`config.mk`:
```
export PLATFORM = sky130hd
export DESIGN_NAME = sd_tuning_irq_gating
export DESIGN_NICKNAME = d
export VERILOG_FILES = /design/src/sd_tuning_irq_gating.v /design/src/crc16_serial.v
export VERILOG_INCLUDE_DIRS = /design/src
export SDC_FILE = /design/constraint.sdc
export NUM_CORES = 1
export LEC_CHECK = 0
export BUFFER_PORTS_ARGS = -buffer_cell sky130_fd_sc_hd__buf_2
export CAP_MARGIN = 20
export CORE_UTILIZATION = 53
export DETAILED_ROUTE_END_ITERATION = 10
export PLACE_DENSITY = 0.91
export SETUP_SLACK_MARGIN = 0.1
export SLEW_MARGIN = 40
export SYNTH_ARGS = -nofsm -noshare
export SYNTH_HDL_FRONTEND = slang
export SYNTH_HIERARCHICAL = 1
export SYNTH_SLANG_ARGS = --single-unit
```
`constraint.sdc`:
```
create_clock -name clk -period 3.1 [get_ports clk]
set_input_delay 0.62 -clock clk [delete_from_list [all_inputs] [get_ports clk]]
set_output_delay 0.62 -clock clk [all_outputs]
set_load 0.02 [all_outputs]
```
`src/sd_tuning_map.vh`:
```
`ifndef SD_TUNING_MAP_VH
`define SD_TUNING_MAP_VH
// ----------------------------------------
// status and enable field positions
// ----------------------------------------
`define IRQ_WIDTH        32
`define BIT_BUF_RD_READY 5
`define BIT_DATA_CRC_ERR 21
`define STATUS_RESET     32'h00000000
// ----------------------------------------
// bus modes that offer tuning
// ----------------------------------------
`define MODE_SDR104      2'h1
`define MODE_HS200       2'h2
// ----------------------------------------
// tuning command and block
// ----------------------------------------
`define TUNE_CMD_INDEX   6'h13
`define CMD_FRAME_BITS   6'h30
`define CMD_BODY_BITS    6'h28
`define TUNE_BLOCK_BITS  10'h200
`define CRC16_BITS       5'h10
`define CRC16_POLY       16'h1021
`define CRC7_POLY        7'h09
`define START_TIMEOUT    7'h40
// ----------------------------------------
// delay line and error latency
// ----------------------------------------
`define TAP_COUNT        8
`define TAP_WIDTH        3
`define TAP_LAST         3'h7
`define CRC_IRQ_LAT      4
`endif

```
`src/sd_tuning_irq_gating.v`:
```
// What this block does
// - tuning via sample-clock delay line in SDR104/HS200
// - while tuning, only buffer-read-ready may raise irq
// - send tuning command, check returned block per tap
// - crc failure sets status bit 21 only on the last tap
// - last block's crc error escapes after tuning
`timescale 1ns/1ps
`default_nettype none
`include "sd_tuning_map.vh"
module sd_tuning_irq_gating (
  input  wire                    clk,            // 125 MHz system clock
  input  wire                    reset_n,        // async reset, active low
  input  wire [1:0]              busMode,        // current bus speed mode
  input  wire                    tuningStart,    // pulse: begin tuning
  input  wire                    statusWrite,    // pulse: write-one-to-clear status
  input  wire [`IRQ_WIDTH-1:0]   statusWrData,   // ones clear status bits
  input  wire [`IRQ_WIDTH-1:0]   irqEnable,      // interrupt enable bits
  input  wire                    sdClk,          // card bus clock, asynchronous
  input  wire                    datIn,          // card data line 0, asynchronous
  output reg                     cmdOut,         // command line drive value
  output reg                     cmdOe,          // command line driven when high
  output reg  [`IRQ_WIDTH-1:0]   irqStatus,      // sticky interrupt status
  output reg                     irqOut,         // combined interrupt, active high
  output reg                     tuningActive,   // tuning in progress
  output reg  [`TAP_WIDTH-1:0]   tapSelect,      // sampling delay tap in use
  output reg  [`TAP_COUNT-1:0]   tapPassMap      // one bit per tap that passed
);
  // ----------------------------------------
  // states
  // ----------------------------------------
  localparam [5:0] ST_IDLE = 6'h01;
  localparam [5:0] ST_CMD  = 6'h02;
  localparam [5:0] ST_WAIT = 6'h04;
  localparam [5:0] ST_DATA = 6'h08;
  localparam [5:0] ST_CRC  = 6'h10;
  localparam [5:0] ST_NEXT = 6'h20;

  reg  [5:0]              state_reg;        // one-hot state
  reg  [9:0]              bitCnt_reg;       // bit counter within a phase
  reg  [6:0]              crc7_reg;         // command checksum
  reg  [15:0]             rxCrc_reg;        // checksum received from card
  reg  [`CRC_IRQ_LAT-1:0] errPipe_reg;      // crc-to-status latency line
  reg                     clkS1_reg;        // card clock sync stage 1
  reg                     clkS2_reg;        // card clock sync stage 2
  reg                     clkS3_reg;        // previous synced card clock
  reg                     datS1_reg;        // data sync stage 1
  reg                     datS2_reg;        // data sync stage 2
  reg  [`TAP_COUNT-1:0]   datHist_reg;      // delay line of synced data
  reg                     blockDone;        // pulse: a tuning block arrived
  reg                     blockFail;        // pulse: that block failed
  wire [15:0]             dataCrc;          // computed block checksum

  wire riseEdge = clkS2_reg & ~clkS3_reg;                           // card clock rising
  wire fallEdge = ~clkS2_reg & clkS3_reg;                           // card clock falling
  wire sample   = datHist_reg[tapSelect];
  wire modeOk   = (busMode == `MODE_SDR104) || (busMode == `MODE_HS200);
  wire [39:0] cmdBody = {1'b0, 1'b1, `TUNE_CMD_INDEX, 32'h00000000};
  wire cmdBit   = cmdBody[6'd39 - bitCnt_reg[5:0]];                 // current body bit
  wire c7Fb     = cmdBit ^ crc7_reg[6];                             // crc7 feedback

  // ----------------------------------------
  // synchronisers and delay line
  // ----------------------------------------
  // stage 1 flops feed only stage 2; the delay line taps stage 2
  always @(posedge clk or negedge reset_n) begin
    if (!reset_n) begin
      clkS1_reg <= 1'b0;
      clkS2_reg <= 1'b0;
      clkS3_reg <= 1'b0;
      datS1_reg <= 1'b1;
      datS2_reg <= 1'b1;
    end else begin
      clkS1_reg <= sdClk;
      clkS2_reg <= clkS1_reg;
      clkS3_reg <= clkS2_reg;
      datS1_reg <= datIn;
      datS2_reg <= datS1_reg;
    end
  end

  // one clk of delay per tap: 8 ns steps across one 64 ns bus period
  // each tap takes its neighbour, so no stage ever indexes below zero
  wire [`TAP_COUNT-1:0] histIn = {datHist_reg[`TAP_COUNT-2:0], datS2_reg}; // input of each tap
  genvar g;
  generate
    for (g = 0; g < `TAP_COUNT; g = g + 1) begin : gDelay
      always @(posedge clk or negedge reset_n) begin
        if (!reset_n) begin
          datHist_reg[g] <= 1'b1;
        end else begin
          datHist_reg[g] <= histIn[g];
        end
      end
    end
  endgenerate

  // ----------------------------------------
  // block checksum
  // ----------------------------------------
  crc16_serial uCrc (
    .clk     (clk),
    .reset_n (reset_n),
    .clear   (state_reg == ST_WAIT),
    .shiftEn ((state_reg == ST_DATA) && riseEdge),
    .bitIn   (sample),
    .crc_reg (dataCrc)
  );

  // ----------------------------------------
  // tuning sequencer
  // ----------------------------------------
  // walks every tap once, one command and one block per tap
  always @(posedge clk or negedge reset_n) begin
    if (!reset_n) begin
      state_reg    <= ST_IDLE;
      bitCnt_reg   <= 10'h000;
      crc7_reg     <= 7'h00;
      rxCrc_reg    <= 16'h0000;
      cmdOut       <= 1'b1;
      cmdOe        <= 1'b0;
      tuningActive <= 1'b0;
      tapSelect    <= {`TAP_WIDTH{1'b0}};
      tapPassMap   <= {`TAP_COUNT{1'b0}};
      blockDone    <= 1'b0;
      blockFail    <= 1'b0;
    end else begin
      blockDone <= 1'b0;
      blockFail <= 1'b0;
      case (state_reg)
        ST_IDLE: begin
          // start is ignored outside the two fast modes
          if (tuningStart && modeOk) begin
            tuningActive <= 1'b1;
            tapSelect    <= {`TAP_WIDTH{1'b0}};
            tapPassMap   <= {`TAP_COUNT{1'b0}};
            bitCnt_reg   <= 10'h000;
            crc7_reg     <= 7'h00;
            state_reg    <= ST_CMD;
          end
        end
        ST_CMD: begin
          // command bits change on the falling card clock edge
          if (fallEdge) begin
            cmdOe      <= 1'b1;
            bitCnt_reg <= bitCnt_reg + 10'h001;
            if (bitCnt_reg[5:0] < `CMD_BODY_BITS) begin
              cmdOut   <= cmdBit;
              crc7_reg <= {crc7_reg[5:0], 1'b0} ^ (c7Fb ? `CRC7_POLY : 7'h00);
            end else if (bitCnt_reg[5:0] < `CMD_FRAME_BITS - 6'h01) begin
              cmdOut   <= crc7_reg[6];
              crc7_reg <= {crc7_reg[5:0], 1'b0};
            end else if (bitCnt_reg[5:0] == `CMD_FRAME_BITS - 6'h01) begin
              cmdOut <= 1'b1; // end bit
            end else begin
              cmdOe      <= 1'b0;
              bitCnt_reg <= 10'h000;
              state_reg  <= ST_WAIT;
            end
          end
        end
        ST_WAIT: begin
          // a silent card counts as a failed tap, not a hang
          if (riseEdge) begin
            bitCnt_reg <= bitCnt_reg + 10'h001;
            if (!sample) begin
              bitCnt_reg <= 10'h000;
              state_reg  <= ST_DATA;
            end else if (bitCnt_reg[6:0] == `START_TIMEOUT) begin
              blockFail <= 1'b1;
              state_reg <= ST_NEXT;
            end
          end
        end
        ST_DATA: begin
          if (riseEdge) begin
            bitCnt_reg <= bitCnt_reg + 10'h001;
            if (bitCnt_reg == `TUNE_BLOCK_BITS - 10'h001) begin
              bitCnt_reg <= 10'h000;
              state_reg  <= ST_CRC;
            end
          end
        end
        ST_CRC: begin
          if (riseEdge) begin
            rxCrc_reg  <= {rxCrc_reg[14:0], sample};
            bitCnt_reg <= bitCnt_reg + 10'h001;
            if (bitCnt_reg[4:0] == `CRC16_BITS - 5'h01) begin
              blockDone <= 1'b1;
              blockFail <= ({rxCrc_reg[14:0], sample} != dataCrc);
              state_reg <= ST_NEXT;
            end
          end
        end
        ST_NEXT: begin
          bitCnt_reg <= 10'h000;
          crc7_reg   <= 7'h00;
          tapPassMap[tapSelect] <= ~blockFail;
          if (tapSelect == `TAP_LAST) begin
            // tuning ends at once; the error pipe is still behind it
            tuningActive <= 1'b0;
            state_reg    <= ST_IDLE;
          end else begin
            tapSelect <= tapSelect + {{(`TAP_WIDTH-1){1'b0}}, 1'b1};
            state_reg <= ST_CMD;
          end
        end
        default: begin
          state_reg <= ST_IDLE;
        end
      endcase
    end
  end

  // ----------------------------------------
  // crc error latency
  // ----------------------------------------
  // the error reaches status after tuning end has lifted the mask
  always @(posedge clk or negedge reset_n) begin
    if (!reset_n) begin
      errPipe_reg <= {`CRC_IRQ_LAT{1'b0}};
    end else begin
      errPipe_reg <= {errPipe_reg[`CRC_IRQ_LAT-2:0], blockDone & blockFail};
    end
  end

  // ----------------------------------------
  // sticky status
  // ----------------------------------------
  wire crcErrSet = errPipe_reg[`CRC_IRQ_LAT-1] & ~tuningActive;
  integer i;
  reg [`IRQ_WIDTH-1:0] status_next; // next status value
  reg [`IRQ_WIDTH-1:0] setMask;     // bits raised this cycle

  // write one clears, write zero keeps, a set in the same cycle wins
  always @* begin
    setMask = {`IRQ_WIDTH{1'b0}};
    setMask[`BIT_BUF_RD_READY] = blockDone;  // read-ready passes during tuning
    setMask[`BIT_DATA_CRC_ERR] = crcErrSet;
    status_next = irqStatus;
    for (i = 0; i < `IRQ_WIDTH; i = i + 1) begin
      if (statusWrite && statusWrData[i]) begin
        status_next[i] = 1'b0;
      end
      if (setMask[i]) begin
        status_next[i] = 1'b1;
      end
    end
  end

  always @(posedge clk or negedge reset_n) begin
    if (!reset_n) begin
      irqStatus <= `STATUS_RESET;
      irqOut    <= 1'b0;
    end else begin
      irqStatus <= status_next;
      // during tuning only read-ready may reach the line
      if (tuningActive) begin
        irqOut <= irqStatus[`BIT_BUF_RD_READY] & irqEnable[`BIT_BUF_RD_READY];
      end else begin
        irqOut <= |(irqStatus & irqEnable); // a zero enable masks the bit
      end
    end
  end
endmodule
`default_nettype wire

```
`src/crc16_serial.v`:
```
`timescale 1ns/1ps
`default_nettype none
`include "sd_tuning_map.vh"
module crc16_serial (
  input  wire        clk,     // system clock
  input  wire        reset_n, // async reset, active low
  input  wire        clear,   // restart the checksum
  input  wire        shiftEn, // take one data bit
  input  wire        bitIn,   // data bit
  output reg  [15:0] crc_reg  // running checksum
);
  // ----------------------------------------
  // serial ccitt checksum
  // ----------------------------------------
  wire        feedBack = bitIn ^ crc_reg[15];                              // msb out xor data in
  wire [15:0] crc_next = {crc_reg[14:0], 1'b0} ^ (feedBack ? `CRC16_POLY : 16'h0000);

  // clear beats shift so a new block never inherits old bits
  always @(posedge clk or negedge reset_n) begin
    if (!reset_n) begin
      crc_reg <= 16'h0000;
    end else if (clear) begin
      crc_reg <= 16'h0000;
    end else if (shiftEn) begin
      crc_reg <= crc_next;
    end
  end
endmodule
`default_nettype wire

```
---- After elaboration in Yosys (flattened, before gate mapping) ----
Memories as Yosys holds them, arrays and structs flattened.
Cells that the tools add are included.
storage, ports and cells
  bits in registers ....................... 90
  bits in read-only memories .............. 64
  bits of input ports ..................... 72
  output and inout bits ................... 47
  word-level logic and storage cells ...... 171
  memories ................................ 1
cells by class
  add/subtract/negate cells ............... 3
  magnitude comparators ................... 5
  eq/ne operators ......................... 28
  multiplexer cells ....................... 68
  bitwise logic cells ..................... 14
  reductions and logical operators ........ 23
memories
  memory            words  width  rd ports  clocked after memory_dff  write ports  RTL line                   text
  (name not given)  64     1      1         0                         0            sd_tuning_irq_gating.v:58  wire cmdBit = cmdBody[6'd39 - bitCnt_reg[5:0]];
operator list
  kind                     number
  $mux W10                 10
  $mux W6                  12
  $pmux W10 S6             1
  $pmux W6 S6              1
  $and A22 B32 Y32         1
  $mux W16                 2
  $reduce_or A32 Y1        1
  $mux W7                  4
  $mux W1                  24
  $ne A2 B2 Y1 const B     11
  $pmux W7 S3              1
  $ne A16 B16 Y1           1
  $pmux W8 S2              1
  $xor A16 B16 Y16         1
  $mux W13                 1
  $eq A6 B6 Y1 const B     2
  $lt A6 B6 Y1 const B     2
  $reduce_and A11 Y1       1
  $add A10 B1 Y10 const B  1
  $eq A10 B9 Y1 const B    1
  $reduce_and A3 Y1        3
  $bwmux W8                1
  $mux W8                  1
  $reduce_bool A2 Y1       4
  other kinds (35)         53

---- Longest topological paths before layout ----
Gate-level depths: netlist of the first run.
  depth after elaboration ................. 9
  gate-level depth with buffers ........... 9
  gate-level depth less buffers ........... 8

---- Cells and area by module ----
Netlist of the first run, hierarchy kept.
by module, submodules not included
  module                times used  cells an instance  area an instance (µm²)
  sd_tuning_irq_gating  1           362                3854.9
  crc16_serial          1           58                 688.2

---- Worst setup path after synthesis of the first run ----
OpenSTA, ideal clock, no wires.
  path type ............................... register to register
  start ................................... register tapSelect[1]
  end ..................................... register uCrc.crc_reg[5]
  arrival ................................. 2.271 ns
  slack ................................... 0.726 ns
  cell stages (with the launch flop) ...... 7
  path buffers ............................ 1
  cell sequence ........................... dfrtp_1 -> buf_2 -> mux4_2 -> mux2_2 -> xnor2_1 -> or4b_1 -> o311ai_1
between the ends
  cells in the longest elaborated chain, start to end .. 7
ends and longest elaborated chain
  item                           RTL line                    text
  from (decl)                    sd_tuning_irq_gating.v:25   output reg [`TAP_WIDTH-1:0] tapSelect,
  from (signal assigned)         sd_tuning_irq_gating.v:122  tapSelect <= {`TAP_WIDTH{1'b0}};
  from (signal assigned)         sd_tuning_irq_gating.v:134  tapSelect <= {`TAP_WIDTH{1'b0}};
  from (signal assigned)         sd_tuning_irq_gating.v:203  tapSelect <= tapSelect + {{(`TAP_WIDTH-1){1'b0}}, 1'b1};
  $bmux W1 S3                    sd_tuning_irq_gating.v:55   wire sample = datHist_reg[tapSelect];
  $mux W1 (not written as such)  sd_tuning_irq_gating.v:55
  net sample                     sd_tuning_irq_gating.v:55
  $xor A1 B1 Y1                  crc16_serial.v:15           wire feedBack = bitIn ^ crc_reg[15];
  $mux W13                       crc16_serial.v:16           wire [15:0] crc_next = {crc_reg[14:0], 1'b0} ^ (feedBack ? `CRC16_POLY : 16'h0000);
  $xor A16 B16 Y16               crc16_serial.v:16
  $mux W16                       crc16_serial.v:24           end else if (shiftEn) begin
  $mux W16                       crc16_serial.v:22           end else if (clear) begin
  to (signal assigned)           crc16_serial.v:25           crc_reg <= crc_next;
  to (decl)                      crc16_serial.v:10           output reg [15:0] crc_reg
The timed path passes the listed nets, and every way through them passes these cells. The select of a mux whose other input is x is not followed.
A chain may end at the register's enable or synchronous reset.

---- Worst setup path after layout of the first run ----
  start ................................... register state_reg[3]
  end ..................................... register state_reg[2]
between the ends
  cells in the longest elaborated chain, start to end .. 3
  elaborated cells between the ends (all ways) .. 19
  classes of those cells .................. 17 x eq/ne; 1 x mux; 1 x reduce/logical
ends and longest elaborated chain
  item                                                         RTL line                    text
  from (decl)                                                  sd_tuning_irq_gating.v:38   reg [5:0] state_reg;
  from (signal assigned)                                       sd_tuning_irq_gating.v:115  state_reg <= ST_IDLE;
  from (signal assigned)                                       sd_tuning_irq_gating.v:138  state_reg <= ST_CMD;
  from (signal assigned)                                       sd_tuning_irq_gating.v:157  state_reg <= ST_WAIT;
  $eq A6 B3 Y1, or another cell as far along                   sd_tuning_irq_gating.v:129  case (state_reg)
  $ne A3 B3 Y1 (no source line), or another cell as far along  --
  $reduce_and A11 Y1 (no source line)                          --
Several ways; a longest one is shown, not always the timed one.

==> results of run 1 <==
## power breakdown
group,switching [mW],total [mW],internal (mW)
Sequential,0.0800,1.33,1.25
Clock,0.428,0.809,0.381
Combinational,0.455,0.718,0.263
## cell families (layout without fill, tap and decap cells)
kind of cell,count (synthesis),in the layout
XOR/XNOR,22,22
adder cells (fa/ha/maj),6,6
AO/OA/AOI/OAI,66,66
flip-flops,90,90
other,1,30
multiplexers,45,45
buffers and inverters,66,63
AND/OR/NAND/NOR,124,124
## critical path: stages, from the launching register on
cell and delay [ps]:
dfrtp_1 500, or4_1 750, nor2_4 270, nor2_1 100
o2111ai_1 440, mux2_2 400
## path summary, 6_finish.rpt
check	depth (start not counted)	end	slack [ps]	from
max	5	state_reg[2]$_DFFE_PN0P_	520	state_reg[3]$_DFFE_PN0P_
min	1	bitCnt_reg[1]$_DFFE_PN0P_	240	reset_n
max reg2reg	5	state_reg[2]$_DFFE_PN0P_	520	state_reg[3]$_DFFE_PN0P_
min reg2reg	0	clkS2_reg$_DFF_PN0_	350	clkS1_reg$_DFF_PN0_
max in group asynchronous	2	datHist_reg[0]$_DFF_PN1_	2080	reset_n
min in group clk	1	datS1_reg$_DFF_PN1_	350	datIn
## layout by cell type (no fill, tap or decap), types with 10 or more instances in the layout
cell type and count:
nor2_1 24, dfrtp_1 78, a21oi_1 10, dfstp_2 12
mux2_2 24, mux2i_1 19, conb_1 30, nand2b_1 10
o21ai_0 20, buf_2 27, xor2_1 16, inv_1 14
nand2_1 35
## cell type report
class	instances	share of cell area, %
well taps	105	2.72
clock buffers	10	2.64
multi-input cells	293	41.4
inverters	14	1.09
clock inverters	6	1.50
flip-flops and latches	90	46.9
repair buffers	33	3.73
## per-layer routing
layer  track usage [%]  share of wire [%]  up-vias
li1                  -                  -     1455
met2              33.3                 50      107
met1              26.0                 43     1487
met5                 0                  0        -
met3              3.70                5.2        9
met4              9.22                1.3        0
## through the flow
step	setup slack, ps	hold WS [ps]	cell area [um2]	cells	power [mW]
final	521	244	4830	551	2.86
after global routing	368	286	4830	551	3.00
after CTS	523	252	4830	551	2.86
after detailed placement	545	335	4630	535	2.05
after global placement	580	335	4630	535	2.03
after floorplan	726	324	4650	449	1.92
==> results.ini, run 1 <==
[status]
status=finished, final reports clean

[logic_synthesis]
yosysWarnings=6
synth_adder_area_share_pct=1.62
synth_top_area_share_pct=43.0
synth_common_cells=dfrtp_1, nand2_1, buf_4
synthSimpleGateAreaFrac_pct=14.7
synth_xor_area_share_pct=4.24
async_reset_ff_share_pct=100
synth_area_mm2=0.00454
synth_compound_area_share_pct=9.83
synth_top_family_by_area=simple AND/OR/NAND/NOR gates
synthCells=420
muxShareOfSynthArea_pct=11.1
synth_area_leaders=dfrtp_1, dfstp_2, mux2_2
syn_area_per_cell_um2=10.8
synth.largest_area_cell=dfrtp_1
yosysMostFrequentCell=dfrtp_1
synth-main-ff-cell=dfrtp_1
synth_edf_count=0
synth_seq_cells=90
synth-seq-area-share_pct=49.9
synthDistinctLibCells=61

[finish]
nets=518
largest_reg_flops=16
regArea_mm2=0.00227
multi_input_area_mm2=0.00200
fillCellCount=647
drive_above_1_share_pct=22.4
final_core_util_pct=58.5
area_growth_pct=6.39
diodes=0

[sta]
setup_viol=0
fmax_mhz=388
finalCritPeriodShare_pct=83.2
final_hold_viol_count=0
worstMarginPinSlew_ps=705
relSlewSlack_pct=53.0
period_minus_slack_ps=2580
rsz0062_at_grt=false
final.setup.tns_ps=0
skew_ps=10.5
slew_viol_final=0

[clock_network]
cts.clk_slew.worst_paths_ps=90
cts_max_level=3
cts_max_path_buffers=2
tritoncts=done
clock_latency_ps=360
postCtsSetupBuffers=0
holdBufCountCts=0
numCtsBuffers=9
cts_sinks=90
cts_root_buffer=clkbuf_8
cts.repair.resized=0

[die]
initial_core_util_pct=55.0
die_h_um=94.6
die_area_mm2=0.00895
die_w_um=94.6
fp.coreArea_mm2=0.00826
io_pins=119
rows=33

[worst_setup_path]
cp_max_fo=9
cp-end-kind=register
arrival_ps=2830
start_kind=register
required_ps=3350
crit_type=reg2reg

[job]
cap_violations=0

[drt]
drc=0
vias_per_cell=5.55
wl_per_cell_um=14.8
first_pass_iters=4
wl_um=8130
ant_nets=0
vias=3058
drt-initial-drc-count=181

[placement]
port_buffers=28
finalWeightedCongestion=0.912
dp_hpwl_um=5690

[pwr]
ir_worst_vdd_v=0.000201
p_leak_nw=2.30
cellPowerDensity_mw_per_mm2=591

[global_route]
grt_max_degree=46
antenna_found_initial=0
first_global_vias=2952
grt_remaining_overflow=0
gr-usage-all-layers_pct=20.2
grt_pass1_wl_um=13900

[worst_hold_path]
worstHoldPathType=in2async

Power figures use the tool's default switching activity.
==> run 2, diff against run 1 <==
--- a/config.mk
+++ b/config.mk
@@ -6,11 +6,12 @@
 export SDC_FILE = /design/constraint.sdc
 export NUM_CORES = 1
 export LEC_CHECK = 0
+export ABC_AREA = 1
 export BUFFER_PORTS_ARGS = -buffer_cell sky130_fd_sc_hd__buf_2
 export CAP_MARGIN = 20
-export CORE_UTILIZATION = 53
+export CORE_UTILIZATION = 48
 export DETAILED_ROUTE_END_ITERATION = 10
-export PLACE_DENSITY = 0.91
+export PLACE_DENSITY = 0.87
 export SETUP_SLACK_MARGIN = 0.1
 export SLEW_MARGIN = 40
 export SYNTH_ARGS = -nofsm -noshare
==> constraint.sdc (replaced) <==
create_clock -name clk -period 2.2 [get_ports clk]
set_input_delay 0.44 -clock clk [delete_from_list [all_inputs] [get_ports clk]]
set_output_delay 0.44 -clock clk [all_outputs]
set_load 0.02 [all_outputs]
==> run 2 against run 1 <==
Setup slack got worse by 170 ps; register-to-register slack worse by 170 ps; worst hold slack worse by 220 ps; largest power group unchanged; combinational power rose by 42%; power up 39%; cell area is 7.0% higher; highest routed layer unchanged; non-clock buffer count increased by 1; via count is 21% higher.
==> results.ini, run 2 <==
[job]
cap_violations=0  ; unchanged

[logic_synthesis]
async_reset_ff_share_pct=100  ; unchanged
synth-seq-area-share_pct=47.3  ; was 49.9%
yosysWarnings=6  ; unchanged
synth_common_cells=nand2_1, dfrtp_1, inv_1  ; was dfrtp_1, nand2_1, buf_4
synth.largest_area_cell=dfrtp_1  ; unchanged
synth_area_leaders=dfrtp_1, nand2_1, dfstp_2  ; was dfrtp_1, dfstp_2, mux2_2
syn_area_per_cell_um2=8.45  ; was 10.8 um2
synthCells=567  ; was 420
synth_edf_count=0  ; unchanged
synth_area_mm2=0.00479  ; was 0.00454 mm2
synthDistinctLibCells=39  ; was 61
synth_top_area_share_pct=40.7  ; was 43.0%
synth-main-ff-cell=dfrtp_1  ; unchanged
yosysMostFrequentCell=nand2_1  ; was dfrtp_1
synth_seq_cells=90  ; unchanged

[global_route]
grt_remaining_overflow=0  ; unchanged
grt_pass1_wl_um=15700  ; was 13,900 um
gr-usage-all-layers_pct=19.5  ; was 20.2%
grt_max_degree=40  ; was 46
antenna_found_initial=0  ; unchanged
first_global_vias=3598  ; was 2,952

[finish]
diodes=0  ; unchanged
nets=679  ; was 518
drive_above_1_share_pct=19.1  ; was 22.4%
area_growth_pct=7.94  ; was 6.39%
largest_reg_flops=16  ; unchanged
design_area_mm2=0.00517  ; was 0.00483 mm2
stdcell_count=740  ; was 551
final_common_cell=nand2_1  ; was dfrtp_1
multi_input_area_mm2=0.00209  ; was 0.00200 mm2
fillCellCount=898  ; was 647
regArea_mm2=0.00227  ; unchanged
layout_common_cells=nand2_1, dfrtp_1, inv_1  ; was dfrtp_1, nand2_1, conb_1

[worst_setup_path]
arrival_ps=2150  ; was 2830 ps
required_ps=2500  ; was 3350 ps
crit_type=reg2reg  ; unchanged
start_kind=register  ; unchanged
cp_max_fo=5  ; was 9
cp-end-kind=register  ; unchanged
worstRegToRegCells=11  ; was 5

[pwr]
ir_worst_vdd_v=0.000367  ; was 0.000201 V
cellPowerDensity_mw_per_mm2=768  ; was 591 mW/mm2
p_leak_nw=2.71  ; was 2.30 nW

[die]
die_area_mm2=0.0104  ; was 0.00895 mm2
fp.coreArea_mm2=0.00973  ; was 0.00826 mm2
die_h_um=102  ; was 94.6 um
die_w_um=102  ; was 94.6 um
initial_core_util_pct=49.2  ; was 55.0%
io_pins=119  ; unchanged
rows=36  ; was 33

[placement]
dpl_cell_area_mm2=0.00498  ; was 0.00463 mm2
finalWeightedCongestion=0.906  ; was 0.912
port_buffers=28  ; unchanged
place_inst=724  ; was 535
dp_hpwl_um=6780  ; was 5690 um

[sta]
rsz0062_at_grt=false  ; unchanged
final.setup.tns_ps=0  ; unchanged
fmax_mhz=541  ; was 388 MHz
slew_viol_final=0  ; unchanged
final_hold_viol_count=0  ; unchanged
whs_ps=20.5  ; was 244 ps
period_minus_slack_ps=1850  ; was 2580 ps
setup_viol=0  ; unchanged
skew_ps=12.8  ; was 10.5 ps
finalCritPeriodShare_pct=84.1  ; was 83.2%

[clock_network]
cts_root_buffer=clkbuf_8  ; unchanged
numCtsBuffers=9  ; unchanged
cts_max_path_buffers=2  ; unchanged
cts_max_level=3  ; unchanged
clock_latency_ps=360  ; about the same
cts_sinks=90  ; unchanged
tritoncts=done  ; unchanged
cts.clk_slew.worst_paths_ps=80  ; was 90 ps
holdBufCountCts=0  ; unchanged

[drt]
vias_per_cell=5.02  ; was 5.55
first_pass_iters=5  ; was 4
drt-initial-drc-count=238  ; was 181
drc=0  ; unchanged
ant_nets=0  ; unchanged
wl_per_cell_um=12.5  ; was 14.8 um
wl_um=9220  ; was 8130 um
vias=3712  ; was 3,058

[worst_hold_path]
worstHoldPathType=in2async  ; unchanged

[status]
status=finished, final reports clean  ; unchanged

-- run 2: cell count changes in the layout (fill, tap and decap cells not counted), sizes merged, moves of 8 or more --
| cell | previous run | this run |
|---|---|---|
| nor2 | 26 | 50 |
| nand2b | 10 | 0 |
| xor2 | 16 | 7 |
| o31ai | 8 | 0 |
| o22ai | 2 | 11 |
| nand2 | 35 | 167 |
| mux2i | 19 | 0 |
| o21ai | 21 | 30 |
| nand3 | 7 | 60 |
| mux2 | 24 | 0 |
| inv | 16 | 67 |
-- run 2: path summary, 6_finish.rpt --
| check | start | end | slack (ps) |
|---|---|---|---|
| min in group clk | datIn | datS1_reg$_DFF_PN1_ | 170 |
| max in group asynchronous | reset_n | state_reg[0]$_DFFE_PN1P_ | 1580 |
| setup / recovery | bitCnt_reg[1]$_DFFE_PN0P_ | state_reg[3]$_DFFE_PN0P_ | 350 |
| setup reg to reg | bitCnt_reg[1]$_DFFE_PN0P_ | state_reg[3]$_DFFE_PN0P_ | 350 |
| hold reg to reg | clkS1_reg$_DFF_PN0_ | clkS2_reg$_DFF_PN0_ | 350 |
| hold / removal | reset_n | bitCnt_reg[6]$_DFFE_PN0P_ | 20 |
-- run 2: per-layer routing --
metal  global-route usage (%)  routed length [um]  vias up
li1                         -                   -     1815
met1                     22.7                3980     1758
met2                     34.5                4590      120
met3                     3.15                 441       19
met4                     10.7                 210        0
met5                        0                   0        -
-- run 2: cell families (layout without fill, tap and decap cells) --
group	after synthesis	after routing	share of synthesized area, %
fa+ha+maj	5	5	1.31
flops	90	90	47.3
other cells	1	30	0.0783
simple gates	296	296	29.3
compound gates	52	52	7.50
xor+xnor	17	17	3.11
buf+inv	106	117	11.4
-- run 2: critical path, cell delays in order (launching register included) --
cell and delay (ps):
dfrtp_1 410, ha_1 210, nand3_1 130, inv_2 130
ha_1 150, inv_1 50, nand4_1 120, nand2_1 90
nand3b_1 160, nor2_1 160, nand3_1 110, nand2_1 80
-- run 2: stage by stage --
step | utilization (%) | power, mW | worst slack [ps]
after floorplan | - | 2.66 | 582
after global placement | 51.1 | 2.82 | 269
after CTS | 53.1 | 3.99 | 203
after global routing | 53.2 | 4.18 | 131
after detailed placement | 51.1 | 2.86 | 229
final | 53.2 | 3.97 | 351
-- run 2: cell type report --
class / count / area share [%]
Sequential cell: 90 / 43.8
Tap cell: 133 / 3.22
Multi-Input combinational cell: 400 / 40.4
Timing Repair Buffer: 34 / 3.87
Clock inverter: 5 / 1.19
Clock buffer: 11 / 2.54
Inverter: 67 / 4.91
-- run 2: power by group --
part / internal (mW) / leakage (nW) / switching (mW) / total (mW)
clock network: 0.535 / 0.0983 / 0.593 / 1.13
registers: 1.75 / 1.20 / 0.0772 / 1.82
logic: 0.271 / 1.41 / 0.747 / 1.02
-- run 2: what timing repair did --
item / CTS / global route
setup buffers: 0 / 0
setup endpoints to repair: 0 / 11
resized for setup: 0 / 1
==> run 3, diff against run 2 <==
--- a/config.mk
+++ b/config.mk
@@ -6,12 +6,12 @@
 export SDC_FILE = /design/constraint.sdc
 export NUM_CORES = 1
 export LEC_CHECK = 0
-export ABC_AREA = 1
+export ABC_AREA = 0
 export BUFFER_PORTS_ARGS = -buffer_cell sky130_fd_sc_hd__buf_2
 export CAP_MARGIN = 20
-export CORE_UTILIZATION = 48
+export CORE_UTILIZATION = 53
 export DETAILED_ROUTE_END_ITERATION = 10
-export PLACE_DENSITY = 0.87
+export PLACE_DENSITY = 0.91
 export SETUP_SLACK_MARGIN = 0.1
 export SLEW_MARGIN = 40
 export SYNTH_ARGS = -nofsm -noshare
==> constraint.sdc (replaced) <==
create_clock -name clk -period 1.8 [get_ports clk]
set_input_delay 0.36 -clock clk [delete_from_list [all_inputs] [get_ports clk]]
set_output_delay 0.36 -clock clk [all_outputs]
set_load 0.02 [all_outputs]
==> run 3 against run 2 <==
The run now ends with setup timing left; sequential share of layout area shrank 7.1 points; die area shrank 14%; via count grew 16%; setup slack lost 1000 ps; combinational power grew to 3.1 times the previous value; sequential power grew 25%; clock-buffer cell count shrank 1; fmax shrank 25%; register-to-register slack lost 1000 ps; power grew 78%; routed wire length grew 83%; core utilization grew 22 points; critical endpoint is now bitCnt_reg[5]$_DFFE_PN0P_; highest routed layer is now met5.
==> results.ini, run 3 (synthesis gave the netlist of run 1 again) <==
[sta]
slew_viol_final=0  ; unchanged
final.setup.tns_ps=-26000  ; was 0 ps
rsz0062_at_grt=true  ; was false
setup_viol=70  ; was 0
final_hold_viol_count=0  ; unchanged
fmax_mhz=405  ; was 541 MHz
finalCritPeriodShare_pct=137  ; was 84.1%
finalWorstSetupSlack_ps=-671  ; was 351 ps
relSlewSlack_pct=61.2
worstMarginPinSlew_ps=577
skew_ps=22.2  ; was 12.8 ps
period_minus_slack_ps=2470  ; was 1850 ps

[worst_setup_path]
crit_path_start=state_reg[5]$_DFFE_PN0P_  ; was bitCnt_reg[1]$_DFFE_PN0P_
slowest_stage=or4_4  ; was dfrtp_1
cp_max_fo=5  ; unchanged
cp_top_family=simple AND/OR/NAND/NOR gates  ; unchanged
crit_end=bitCnt_reg[5]$_DFFE_PN0P_  ; was state_reg[3]$_DFFE_PN0P_
cp-end-kind=register  ; unchanged
cp_num_buf_inv=2  ; unchanged
r2r_slack_ps=-670  ; was 350 ps
start_kind=register  ; unchanged
worstRegToRegCells=8  ; was 11
rr_endpoint=bitCnt_reg[5]$_DFFE_PN0P_  ; was state_reg[3]$_DFFE_PN0P_
crit_cells=8  ; was 11
arrival_ps=2710  ; was 2150 ps
cpPeakStageDelay_ps=610  ; was 410 ps
r2r_start=state_reg[5]$_DFFE_PN0P_  ; was bitCnt_reg[1]$_DFFE_PN0P_
required_ps=2040  ; was 2500 ps
crit_type=reg2reg  ; unchanged
crit_chain=or4_4 > maj3_2 > nor2_4 > o211ai_4 > buf_4 > buf_6 > o21ai_2 > o21ai_1  ; was ha_1 > nand3_1 > inv_2 > ha_1 > inv_1 > nand4_1 > nand2_1 > nand3b_1 > nor2_1 > nand3_1 > nand2_1

[drt]
drc=0  ; unchanged
wl_um=16800  ; was 9220 um
vias=4318  ; was 3,712
ant_nets=0  ; unchanged
vias_per_cell=6.67  ; was 5.02
wl_per_cell_um=26.0  ; was 12.5 um
drt-initial-drc-count=636  ; was 238
first_pass_iters=8  ; was 5

[placement]
dp_hpwl_um=7310  ; was 6780 um
finalWeightedCongestion=0.860  ; was 0.906
port_buffers=28  ; unchanged
place_inst=603  ; was 724

[finish]
area_growth_pct=36.1  ; was 7.94%
final_common_cell=dfrtp_1  ; was nand2_1
largest_reg_flops=16  ; unchanged
stdcell_count=647  ; was 740
drive_above_1_share_pct=46.7  ; was 19.1%
layout_common_cells=dfrtp_1, buf_4, buf_6  ; was nand2_1, dfrtp_1, inv_1
diodes=0  ; unchanged
fillCellCount=393  ; was 898
regArea_mm2=0.00227  ; about the same
multi_input_area_mm2=0.00244  ; was 0.00209 mm2
nets=614  ; was 679

[clock_network]
numCtsBuffers=9  ; unchanged
cts_max_path_buffers=2  ; unchanged
cts.clk_slew.worst_paths_ps=110  ; was 80 ps
cts_sinks=90  ; unchanged
cts_root_buffer=clkbuf_8  ; unchanged
tritoncts=done  ; unchanged
cts_max_level=3  ; unchanged
clock_latency_ps=380  ; was 360 ps

[die]
die_h_um=94.6  ; was 102 um
rows=33  ; was 36
die_area_mm2=0.00895  ; was 0.0104 mm2
io_pins=119  ; unchanged
initial_core_util_pct=55.0  ; was 49.2%
fp.coreArea_mm2=0.00826  ; was 0.00973 mm2
die_w_um=94.6  ; was 102 um

[pwr]
ir_worst_vdd_v=0.000549  ; was 0.000367 V
p_leak_nw=2.99  ; was 2.71 nW
cellPowerDensity_mw_per_mm2=1150  ; was 768 mW/mm2

[status]
violations=setup timing
status=finished with violations  ; was finished, final reports clean

[global_route]
gr-usage-all-layers_pct=31.4  ; was 19.5%
grt_remaining_overflow=0  ; unchanged
grt_max_degree=33  ; was 40
first_global_vias=3982  ; was 3,598
antenna_found_initial=1  ; was 0
grt_pass1_wl_um=20600  ; was 15,700 um

[worst_hold_path]
worstHoldPathType=in2reg  ; was in2async
min_path_cells=1

[job]
cap_violations=0  ; unchanged

==> run 3: cell types whose count changed in the layout (fill, tap and decap cells not counted), sizes merged, moves of 8 or more <==
cell / delta
inv: -50
nand3: -53
o22ai: -9
mux2: +24
mux2i: +19
nand2: -132
o21ai: -9
nor2: -24
buf: +93
o31ai: +8
xor2: +9
nand2b: +10
==> run 3: area by class of cell <==
type | count | share of cell area (%)
multi-input cells | 293 | 39.5
repair buffers | 129 | 17.2
inverters | 14 | 0.891
clock buffers | 10 | 2.06
well taps | 105 | 2.13
flip-flops and latches | 90 | 36.7
clock inverters | 6 | 1.56
==> run 3: timing repair <==
item,CTS,global route
hold buffers,1,0
buffers inserted,13,16
endpoints found under the setup margin,70,70
pin swaps,24,20
gates cloned,2,2
endpoints found under the hold margin,18,0
resized for setup,72,44
==> run 3: where the power goes <==
part / internal, mW / leakage [nW] / switching (mW) / total [mW]
registers: 2.15 / 1.20 / 0.120 / 2.27
clock network: 0.804 / 0.109 / 0.829 / 1.63
logic: 1.41 / 1.68 / 1.77 / 3.18
==> run 3: worst min-delay path by stage <==
stage,endpoint,slack [ps],startpoint
2_1_floorplan,bitCnt_reg[0]$_DFFE_PN0P_,60,reset_n
3_3_place_gp,bitCnt_reg[0]$_DFFE_PN0P_,320,reset_n
3_5_place_dp,bitCnt_reg[1]$_DFFE_PN0P_,320,reset_n
4_1_cts,datS1_reg$_DFF_PN1_,70,datIn
5_1_grt,datS1_reg$_DFF_PN1_,60,datIn
6_report,datS1_reg$_DFF_PN1_,70,datIn
==> run 3: through the flow <==
step           utilization, %  hold WS, ps  total power [mW]  setup slack (ps)  area [um2]
2_1_floorplan               -         64.4              3.53              -384        4830
3_5_place_dp             63.7          324              4.19              -438        5260
4_1_cts                  70.9         74.3              6.30              -384        5850
6_report                 74.9         71.2              7.08              -671        6180
3_3_place_gp             63.7          319              4.09              -357        5260
5_1_grt                  74.9         60.1              7.24              -887        6180
==> run 3: per-layer routing <==
metal / wire (um) / global-route usage (%) / vias to the layer above / part of all wire, %
met1: 5700 / 34.8 / 2076 / 34
met2: 7770 / 53.4 / 439 / 46
met4: 1500 / 21.7 / 2 / 8.9
li1: - / - / 1647 / -
met3: 1840 / 7.57 / 154 / 11
met5: 37 / 0 / - / 0.22
